===== src/logic/vpic_pkg.sv =====
// Package with register map, field layout and state type of the vectored priority interrupt controller
package vpic_pkg;

    localparam int unsigned SRC_N    = 8;
    localparam int unsigned ADDR_W   = 16;
    localparam int unsigned IDX_W    = 14;
    localparam int unsigned STAT_W   = 3;
    localparam int unsigned VEC_W    = 4;

    // Register indices; byte address is four times the index
    localparam logic [IDX_W-1:0] IDX_REQ_G0   = 14'h0fc0;
    localparam logic [IDX_W-1:0] IDX_ENH_G0   = 14'h0fc1;
    localparam logic [IDX_W-1:0] IDX_ENL_G0   = 14'h0fc2;
    localparam logic [IDX_W-1:0] IDX_REQ_PIN  = 14'h0fc3;
    localparam logic [IDX_W-1:0] IDX_ENH_PIN  = 14'h0fc4;
    localparam logic [IDX_W-1:0] IDX_ENL_PIN  = 14'h0fc5;
    localparam logic [IDX_W-1:0] IDX_EDGE_SEL = 14'h0fcd;
    localparam logic [IDX_W-1:0] IDX_PORT_SEL = 14'h0fce;
    localparam logic [IDX_W-1:0] IDX_CTRL     = 14'h0fcf;
    localparam logic [IDX_W-1:0] IDX_STATUS   = 14'h0fd0;
    localparam logic [IDX_W-1:0] IDX_MASK     = 14'h0fd1;

    // Field positions
    localparam int unsigned CTRL_IEN_BIT  = 7;
    localparam int unsigned STAT_POLL_BIT = 0;
    localparam int unsigned STAT_ACK_BIT  = 1;
    localparam int unsigned STAT_PIN_BIT  = 2;

    localparam logic [1:0] LVL_OFF = 2'h0;

    // Core side commands, one-cycle pulses
    typedef struct packed {
        logic ei;
        logic di;
        logic reti;
        logic ack;
    } vpic_core_cmd_type;

    typedef struct packed {
        logic [SRC_N-1:0]  pa_s1;
        logic [SRC_N-1:0]  pa_s2;
        logic [SRC_N-1:0]  pd_s1;
        logic [SRC_N-1:0]  pd_s2;
        logic [SRC_N-1:0]  pin_prev;
        logic [SRC_N-1:0]  req_g0;
        logic [SRC_N-1:0]  enh_g0;
        logic [SRC_N-1:0]  enl_g0;
        logic [SRC_N-1:0]  req_pin;
        logic [SRC_N-1:0]  enh_pin;
        logic [SRC_N-1:0]  enl_pin;
        logic [SRC_N-1:0]  edge_sel;
        logic [SRC_N-1:0]  port_sel;
        logic              ien;
        logic [STAT_W-1:0] status;
        logic [STAT_W-1:0] mask;
        logic              vec_req;
        logic [VEC_W-1:0]  vec_id;
        logic              irq_out;
        logic              pready;
        logic              pslverr;
        logic [31:0]       prdata;
    } vpic_state_type;

    localparam vpic_state_type RESET_STATE = '0;

endpackage


===== src/logic/vpic_top.sv =====
// Vectored priority interrupt controller with APB register slave
//
// The implementer's own choice: the APB slave port.
`timescale 1ns/1ps
module vpic_top
(
    // Clock and reset
    input  wire logic                             core_clk,
    input  wire logic                             rst_n,
    // APB slave
    input  wire logic                             psel,
    input  wire logic                             penable,
    input  wire logic                             pwrite,
    input  wire logic [vpic_pkg::ADDR_W-1:0]      paddr,
    input  wire logic [31:0]                      pwdata,
    output logic      [31:0]                      prdata,
    output logic                                  pready,
    output logic                                  pslverr,
    // Peripheral requests, bit 7 timer 2 down to bit 0 converter
    input  wire logic [vpic_pkg::SRC_N-1:0]       periph_req,
    // Port pins, asynchronous
    input  wire logic [vpic_pkg::SRC_N-1:0]       port_a_pin,
    input  wire logic [vpic_pkg::SRC_N-1:0]       port_d_pin,
    // Processor core
    input  wire vpic_pkg::vpic_core_cmd_type      core_cmd,
    output logic                                  vec_req,
    output logic      [vpic_pkg::VEC_W-1:0]       vec_id,
    output logic                                  master_irq_enable,
    output logic                                  irq_out
);

    ////////////////////////////////////////////////////////////////////////////////
    vpic_pkg::vpic_state_type q;
    vpic_pkg::vpic_state_type n;

    logic [vpic_pkg::SRC_N-1:0]  selected_port_pin;
    logic [vpic_pkg::SRC_N-1:0]  edge_hit;
    logic [2*vpic_pkg::SRC_N-1:0] pend_all;
    logic [2*vpic_pkg::SRC_N-1:0] enh_all;
    logic [2*vpic_pkg::SRC_N-1:0] enl_all;
    logic [2*vpic_pkg::SRC_N-1:0] ack_clr;
    logic [vpic_pkg::VEC_W:0]     pick;
    logic [vpic_pkg::IDX_W-1:0]   idx;
    logic                         setup;
    logic                         wr;
    logic                         ack_ok;
    logic                         ien_set;

    // Best pending source: highest level, higher index on a tie
    function automatic logic [vpic_pkg::VEC_W:0] pick_src(
        input logic [2*vpic_pkg::SRC_N-1:0] pend,
        input logic [2*vpic_pkg::SRC_N-1:0] hi,
        input logic [2*vpic_pkg::SRC_N-1:0] lo
    );
        logic [1:0]                lvl;
        logic [1:0]                best;
        logic [vpic_pkg::VEC_W:0]  r;
        best = vpic_pkg::LVL_OFF;
        r    = '0;
        for (int i = 0; i < 2*vpic_pkg::SRC_N; i++)
        begin
            lvl = {hi[i], lo[i]};
            if (pend[i] && lvl != vpic_pkg::LVL_OFF && lvl >= best)
            begin
                best = lvl;
                r    = {1'b1, vpic_pkg::VEC_W'(i)};
            end
        end
        return r;
    endfunction

    ////////////////////////////////////////////////////////////////////////////////
    // Pin source choice and edge detect on synchronised pins
    assign selected_port_pin = (q.port_sel & q.pd_s2) | (~q.port_sel & q.pa_s2);
    assign edge_hit = (q.edge_sel & selected_port_pin & ~q.pin_prev)
                    | (~q.edge_sel & ~selected_port_pin & q.pin_prev);

    // Watchdog is not a source: only group 0 and the pin group take part
    assign pend_all = {q.req_g0, q.req_pin};
    assign enh_all  = {q.enh_g0, q.enh_pin};
    assign enl_all  = {q.enl_g0, q.enl_pin};
    assign pick     = pick_src(pend_all, enh_all, enl_all);

    assign setup   = psel & ~penable;
    assign wr      = psel & penable & pwrite & q.pready & ~q.pslverr;
    assign idx     = paddr[vpic_pkg::ADDR_W-1:2];
    assign ack_ok  = core_cmd.ack & q.vec_req;
    assign ack_clr = (2*vpic_pkg::SRC_N)'(1) << q.vec_id;
    assign ien_set = core_cmd.ei | core_cmd.reti | (wr && idx == vpic_pkg::IDX_CTRL
                     && pwdata[vpic_pkg::CTRL_IEN_BIT]);

    ////////////////////////////////////////////////////////////////////////////////
    always_comb
    begin
        n = q;
        // Two-stage synchronisers; pulses must outlast one clock
        n.pa_s1    = port_a_pin;
        n.pa_s2    = q.pa_s1;
        n.pd_s1    = port_d_pin;
        n.pd_s2    = q.pd_s1;
        n.pin_prev = selected_port_pin;

        // APB answer, one access cycle after setup
        n.pready  = setup;
        n.pslverr = 1'b0;
        n.prdata  = '0;
        if (setup)
        begin
            if (paddr[1:0] != 2'h0)
            begin
                n.pslverr = 1'b1;
            end
            else
            begin
                case (idx)
                    vpic_pkg::IDX_REQ_G0:   n.prdata[7:0] = q.req_g0;
                    vpic_pkg::IDX_ENH_G0:   n.prdata[7:0] = q.enh_g0;
                    vpic_pkg::IDX_ENL_G0:   n.prdata[7:0] = q.enl_g0;
                    vpic_pkg::IDX_REQ_PIN:  n.prdata[7:0] = q.req_pin;
                    vpic_pkg::IDX_ENH_PIN:  n.prdata[7:0] = q.enh_pin;
                    vpic_pkg::IDX_ENL_PIN:  n.prdata[7:0] = q.enl_pin;
                    vpic_pkg::IDX_EDGE_SEL: n.prdata[7:0] = q.edge_sel;
                    vpic_pkg::IDX_PORT_SEL: n.prdata[7:0] = q.port_sel;
                    vpic_pkg::IDX_CTRL:     n.prdata[vpic_pkg::CTRL_IEN_BIT] = q.ien;
                    vpic_pkg::IDX_STATUS:   n.prdata[vpic_pkg::STAT_W-1:0] = q.status;
                    vpic_pkg::IDX_MASK:     n.prdata[vpic_pkg::STAT_W-1:0] = q.mask;
                    default:                n.pslverr = 1'b1;
                endcase
            end
        end

        // Software writes at the access edge
        if (wr)
        begin
            case (idx)
                vpic_pkg::IDX_REQ_G0:   n.req_g0   = pwdata[7:0];
                vpic_pkg::IDX_ENH_G0:   n.enh_g0   = pwdata[7:0];
                vpic_pkg::IDX_ENL_G0:   n.enl_g0   = pwdata[7:0];
                vpic_pkg::IDX_REQ_PIN:  n.req_pin  = pwdata[7:0];
                vpic_pkg::IDX_ENH_PIN:  n.enh_pin  = pwdata[7:0];
                vpic_pkg::IDX_ENL_PIN:  n.enl_pin  = pwdata[7:0];
                vpic_pkg::IDX_EDGE_SEL: n.edge_sel = pwdata[7:0];
                vpic_pkg::IDX_PORT_SEL: n.port_sel = pwdata[7:0];
                vpic_pkg::IDX_CTRL:     n.ien      = pwdata[vpic_pkg::CTRL_IEN_BIT];
                vpic_pkg::IDX_STATUS:   n.status   = q.status & ~pwdata[vpic_pkg::STAT_W-1:0];
                vpic_pkg::IDX_MASK:     n.mask     = pwdata[vpic_pkg::STAT_W-1:0];
                default:                n.mask     = q.mask;
            endcase
        end

        // Acknowledge clears the served source and the global enable
        if (ack_ok)
        begin
            n.req_g0  = n.req_g0 & ~ack_clr[2*vpic_pkg::SRC_N-1:vpic_pkg::SRC_N];
            n.req_pin = n.req_pin & ~ack_clr[vpic_pkg::SRC_N-1:0];
            n.ien     = 1'b0;
        end
        if (core_cmd.di)
        begin
            n.ien = 1'b0;
        end
        if (core_cmd.ei || core_cmd.reti)
        begin
            n.ien = 1'b1;
        end

        // New requests win over any clear in the same cycle
        n.req_g0  = n.req_g0 | periph_req;
        n.req_pin = n.req_pin | edge_hit;

        // Sticky events, set wins over clear
        n.status[vpic_pkg::STAT_POLL_BIT] = n.status[vpic_pkg::STAT_POLL_BIT]
                                          | (~q.ien & ((|periph_req) | (|edge_hit)));
        n.status[vpic_pkg::STAT_ACK_BIT]  = n.status[vpic_pkg::STAT_ACK_BIT] | ack_ok;
        n.status[vpic_pkg::STAT_PIN_BIT]  = n.status[vpic_pkg::STAT_PIN_BIT] | (|edge_hit);
        n.irq_out = |(n.status & n.mask);

        // Vector delivery, withheld in the cycle of an acknowledge or disable
        n.vec_req = q.ien & pick[vpic_pkg::VEC_W] & ~ack_ok & ~core_cmd.di;
        n.vec_id  = pick[vpic_pkg::VEC_W-1:0];
    end

    always_ff @(posedge core_clk)
    begin
        if (!rst_n)
        begin
            q <= vpic_pkg::RESET_STATE;
        end
        else
        begin
            q <= n;
        end
    end

    assign prdata            = q.prdata;
    assign pready            = q.pready;
    assign pslverr           = q.pslverr;
    assign vec_req           = q.vec_req;
    assign vec_id            = q.vec_id;
    assign master_irq_enable = q.ien;
    assign irq_out           = q.irq_out;
endmodule


===== config.mk =====
export PLATFORM = sky130hd
export DESIGN_NAME = vpic_top
export DESIGN_NICKNAME = d
export VERILOG_FILES = /design/src/logic/vpic_pkg.sv /design/src/logic/vpic_top.sv
export SDC_FILE = /design/constraint.sdc
export NUM_CORES = 1
export LEC_CHECK = 0
export ABC_AREA = 0
export BUFFER_PORTS_ARGS = -buffer_cell sky130_fd_sc_hd__buf_2
export CAP_MARGIN = 20
export CORE_ASPECT_RATIO = 0.7
export CORE_MARGIN = 4
export CORE_UTILIZATION = 35
export CTS_CLUSTER_SIZE = 40
export DETAILED_ROUTE_END_ITERATION = 6
export PLACE_DENSITY_LB_ADDON = 0.08
export SYNTH_ARGS = -nofsm -noshare
export SYNTH_HDL_FRONTEND = slang
export SYNTH_SLANG_ARGS = --single-unit

===== constraint.sdc =====
create_clock -name core_clk -period 19.1 [get_ports core_clk]
set_input_delay 4.775 -clock core_clk [delete_from_list [all_inputs] [get_ports core_clk]]
set_output_delay 4.775 -clock core_clk [all_outputs]
set_load 0.02 [all_outputs]

Word-level counts from Yosys, hierarchy flattened
Index checks and enable logic that the tools add are counted.

Register bits after elaboration: 151. Output and inout bits: 41. Bits of input ports: 81.

Shift-type cells: 1. Mux-type cells: 53. Reductions and logical operators: 65. Bitwise logic cells: 42. Equality and inequality tests: 11. $lt $le $gt $ge: 16.

Operators by type and width (count): $eq A14 B12 Y1 const B (11); $mux W5 (16); $mux W8 (10); $mux W71 (1); $and A8 B8 Y8 (8); $not A8 Y8 (6); $reduce_bool A2 Y1 (17); $logic_and A1 B1 Y1 (32); $or A8 B8 Y8 (4); $pmux W4 S8 (1); $ge A2 B2 Y1 (15); $mux W2 (15); $pmux W3 S10 (1); $reduce_and A2 Y1 (8); $reduce_or A8 Y1 (2); $shl A1 B4 Y16 const A (1); $reduce_or A11 Y1 (1); $and A1 B1 Y1 (10); $pmux W1 S9 (1); $reduce_bool A4 Y1 (2); $not A1 Y1 (7); $and A3 B3 Y3 (2); $mux W1 (6); $mux W3 (2); other kinds (5) (9).

Depth between registers and ports, before layout
Depth in word-level cells: 52. Depth in mapped cells: 92.

Least setup slack after synthesis
No wires, ideal clock.

Path type: register -> register. From: register q (netlist bit pend_all[0]). To: register q (netlist bit vec_req). Data arrival time: 16.316 ns. Period minus slack after synthesis: 16.454 ns. Stages on the path, launching flop included: 91. Setup time: 0.137 ns. Data required time: 18.963 ns. Buffers on the path: 0. Path slack: 2.646 ns. Cells stage by stage: dfxtp_1 and2_1 inv_1 ha_1 or3b_4 and2_1 a22oi_1 inv_1 ha_1 nand2b_1 nand3_1 or4_4 o221ai_2 ha_1 nor2b_1 a21oi_1 a22o_4 ha_1 [55 not listed] nand2b_1 nand3_1 a21o_1 a21boi_1 mux2_2 o21ai_0 ha_1 nand2b_1 a21oi_1 nor2b_1 and2_1 o31ai_1 ha_1 nand2b_1 a21oi_1 nor2_1 nor4_1 a31oi_1.

Word-level cells in the longest chain between the ends: 51. Elaborated cells on any way between the ends: 66. Classes of those cells: order compare (15); mux (31); bitwise (3); reduce/logical (17).

RTL lines: from (decl) (RTL line vpic_top.sv:33) `vpic_pkg::vpic_state_type q;`; from (signal assigned) (RTL line vpic_top.sv:187) `q <= vpic_pkg::RESET_STATE;`; from (signal assigned) (RTL line vpic_top.sv:191) `q <= n;`; $logic_and A1 B1 Y1 (*) (2 in a row) (RTL line vpic_top.sv:63) `if (pend[i] && lvl != vpic_pkg::LVL_OFF && lvl >= best)`; $mux W2 (RTL line vpic_top.sv:63); $ge A2 B2 Y1 (RTL line vpic_top.sv:63); $logic_and A1 B1 Y1 (RTL line vpic_top.sv:63); $mux W2 (RTL line vpic_top.sv:63); $ge A2 B2 Y1 (RTL line vpic_top.sv:63); $logic_and A1 B1 Y1 (RTL line vpic_top.sv:63); $mux W2 (RTL line vpic_top.sv:63); [32 not listed]; $mux W2 (RTL line vpic_top.sv:63); $ge A2 B2 Y1 (RTL line vpic_top.sv:63); $logic_and A1 B1 Y1 (RTL line vpic_top.sv:63); $mux W2 (RTL line vpic_top.sv:63); $ge A2 B2 Y1 (RTL line vpic_top.sv:63); $logic_and A1 B1 Y1 (RTL line vpic_top.sv:63); $mux W5 (*) (RTL line vpic_top.sv:63); $and A1 B1 Y1 (*) (3 in a row) (RTL line vpic_top.sv:179) `n.vec_req = q.ien & pick[vpic_pkg::VEC_W] & ~ack_ok & ~core_cmd.di;`.

Every way passes the cells marked *; elsewhere a longest branch is shown, timed or not. A chain may end at the register's enable or synchronous reset.

Final worst setup path
Ends and elaborated chain as after synthesis.

==> reports/qor.csv <==
stage,metric,value,unit
cells_and_area,final_cell_mix,"127 x dfxtp_1, 113 x nor2_1, 75 x mux2i_1",
route,dr.pass1.iters,7,
die,fp-row-count,42,
worst_setup_path,critPathMostFrequentCell,ha_1,
synth,synth.yosys.warnings,0,
power_and_ir_drop,powerDensity,81.36,nW/um^2
global_routing,grt_pass1_wl,34.30,mm
sta,slew_headroom,36.77,%
synth,synth_cell_types,73,
clock_network,cts-root-buf,clkbuf_16,
route,wl_per_cell,19.97,um
die,die_x,176.1,um
clock_network,tritoncts.num_buffers,17,
placed_design,place_congestion,0.8464,
worst_setup_path,reg2reg_depth,90,
placed_design,place_hpwl,16.79,mm
power_and_ir_drop,ir_worst_vdd,0.05012,mV
worst_setup_path,crit_type,reg -> reg,
route,routed_via_density,5.441,
cells_and_area,final_common_cell,dfxtp_1,
synth,yosys.area.top_type,dfxtp_1,
worst_setup_path,endpoint_kind,flip-flop,
worst_setup_path,cp.required,19370,ps
cells_and_area,final_nets,957,
sta,tightestPinTransition,943.5,ps
die,coreArea,19180,sq um
sta,skew,10.84,ps
min_path,hold_start,n[124]$_SDFF_PN0_,
global_routing,grt_pass1_vias,5834,
global_routing,met3_usage,4.104,%
synth,netlist_area,6919,sq um
sta,min_period,17990,ps
route,wirelength,22.66,mm
global_routing,grt_max_degree,81,
worst_setup_path,r2r_slack,1110,ps
synth,ys.flop_type,dfxtp_1,
min_path,holdPathStages,1,
route,drc,0,
power_and_ir_drop,leakage,3.222,nW
worst_setup_path,crit-reg2reg-launch,pend_all[0]$_SDFF_PN0_,
global_routing,antenna_found_initial,0,
sta,rsz0062_at_grt,no,
global_routing,use_met1,31.09,%
die,dieArea,22120,sq um
synth,synthTopCellsByArea,"dfxtp_1 37%, mux2i_1 11%, nor2_1 6.1%",
min_path,hold-path-endpoint,q[124]$_SDFF_PN0_,
sta,slew_violations,0,
sta,min_period_over_period,94.17,%
worst_setup_path,cp_max_fo,7,
worst_setup_path,crit_family,compound AO/OA/AOI/OAI gates,
min_path,min_path_type,reg -> reg,
synth,yosysSeqAreaShare,36.75,%
die,io_pins,122,
global_routing,grt-ovfl-total,0,
route,drtAntennaViolNets,0,
synth,synth-async-reset-ratio,0,%
worst_setup_path,max_stage_delay,430,ps
synth,synth-seq-cells,127,
synth,synth_top_cell_area_share,36.75,%
sta,fin_setup_tns,0,ps
power_and_ir_drop,power,0.0006516,W
synth,synth_cells,808,
job,drv_cap,0,
worst_setup_path,crit_slowest_cell,or4_4,
cells_and_area,instances_no_fill,1135,
worst_setup_path,r2r_end,vec_req$_SDFF_PN0_,
synth,syn_area_per_cell,8.563,sq um
cells_and_area,fillers,1911,
clock_network,cts_tree,built,
clock_network,clkLatencyLatePin,430,ps
clock_network,cts_max_level,4,
worst_setup_path,critical_path_buf_inv_count,7,
sta,max_clock_freq,55.60,MHz
global_routing,top_usage_layer,met1,
sta,finalHoldViolCount,0,
run_status,status,finished clean,
placed_design,numPortBuffers,73,
clock_network,cts_buffer_depth,2,
cells_and_area,drive_above_1_share,17.80,%
synth,synth_edf_count,0,
cells_and_area,num_antenna_cells,0,
worst_setup_path,crit_start,pend_all[0]$_SDFF_PN0_,
die,start_util,36.07,%
clock_network,clock_sinks,127,
die,die_h,125.6,um
cells_and_area,area_delta_synth_final,15.75,%
sta,setup_viol,0,
route,via_count,6175,
placed_design,place_inst,1101,
clock_network,clkTransAtPathRegs,60,ps
worst_setup_path,cp.arrival,18260,ps
global_routing,track_usage,20.25,%
worst_setup_path,crit_path_start_kind,flip-flop,
sta,hold_slack,433.2,ps
route,drt_iter0_drc,589,
global_routing,use_met2,28.54,%
-- kinds of logic after synthesis --
group,Yosys count,synth area share [%]
AO/OA/AOI/OAI,158,15.43
adder cells (fa/ha/maj),18,3.255
buffers and inverters,102,7.523
flip-flops,127,36.75
multiplexers,87,13.78
other,1,0.05420
AND/OR/NAND/NOR,315,23.22
-- per-layer routing --
layer / share of wire [%] / vias up
li1: - / 2893
met1: 49 / 3000
met2: 42 / 255
met3: 7.9 / 27
met4: 1.2 / 0
met5: 0 / -
-- cell type report --
cell class,instances,area (sq um),share of cell area (%)
Clock buffer,18,439.2,5.484
Multi-Input combinational cell,602,3988,49.79
Clock inverter,14,171.4,2.140
Sequential cell,127,2542,31.75
Inverter,29,108.9,1.359
Timing Repair Buffer,81,429.2,5.359
Tap cell,264,330.3,4.124
-- what timing repair did --
action	4_1_cts	5_1_grt
endpoints found under the setup margin	0	5
hold buffers	0	0
resized for setup	0	9
setup buffers	0	1
-- sequential cells by signal, summed over array words and instances, names as in the netlist --
signal and flops:
q 46, enh_all 16, enl_all 16, n 16, pend_all 16, prdata 8, vec_id 4, irq_out 1
master_irq_enable 1, pready 1, pslverr 1, vec_req 1
-- worst max path at each step --
stage	endpoint	slack [ps]	cells after the start
global route	vec_req$_SDFF_PN0_	7	91
finish	vec_req$_SDFF_PN0_	1110	90
global placement	vec_req$_SDFF_PN0_	970	90
floorplan	vec_req$_SDFF_PN0_	2650	90
CTS	vec_req$_SDFF_PN0_	420	90
detailed placement	vec_req$_SDFF_PN0_	490	90
-- through the flow --
stage               cell area (sq um)  utilization (%)  setup slack (ps)
finish                           8009            41.75              1114
global route                     8009            41.75             7.397
global placement                 7347            38.30             973.2
floorplan                        7005                -              2646
CTS                              7958            41.49             415.4
detailed placement               7347            38.30             490.1
-- worst reg2reg max path, delay by kind of cell, from the launching register on --
family / cells / cell delay (ps)
AO/OA/AOI/OAI: 32 / 6020
AND/OR/NAND/NOR: 32 / 5720
adder cells (fa/ha/maj): 15 / 3850
multiplexers: 4 / 1350
buffers and inverters: 7 / 520
flip-flops: 1 / 410
-- synthesized netlist by cell type (4+ instances only) --
| cell | instances |
|---|---|
| a211oi_1 | 6 |
| and2_1 | 41 |
| ha_1 | 18 |
| dfxtp_1 | 127 |
| clkbuf_1 | 35 |
| o22ai_1 | 6 |
| a21oi_1 | 38 |
| o31a_1 | 4 |
| nand3_1 | 28 |
| nand2b_1 | 21 |
| nor2b_1 | 6 |
| nand3b_1 | 9 |
| inv_1 | 28 |
| a221oi_1 | 5 |
| a31oi_1 | 11 |
| nor4_1 | 7 |
| mux2_2 | 6 |
| mux2i_1 | 75 |
| a21o_1 | 4 |
| a22oi_1 | 13 |
| nand2_1 | 49 |
| mux4_2 | 6 |
| nor2_1 | 113 |
| nor3_1 | 7 |
| nand4_1 | 9 |
| o21a_1 | 7 |
| o21ai_0 | 29 |
| buf_4 | 36 |
-- power breakdown --
part	switching, W	internal, W	total (W)	leakage [nW]
Sequential	0.00000487	0.000271	0.000276	1.03
Combinational	0.0000255	0.0000122	0.0000378	1.89
Clock	0.000137	0.000201	0.000338	0.298
Total	0.000168	0.000484	0.000652	3.22
Power figures use the tool's default switching activity.
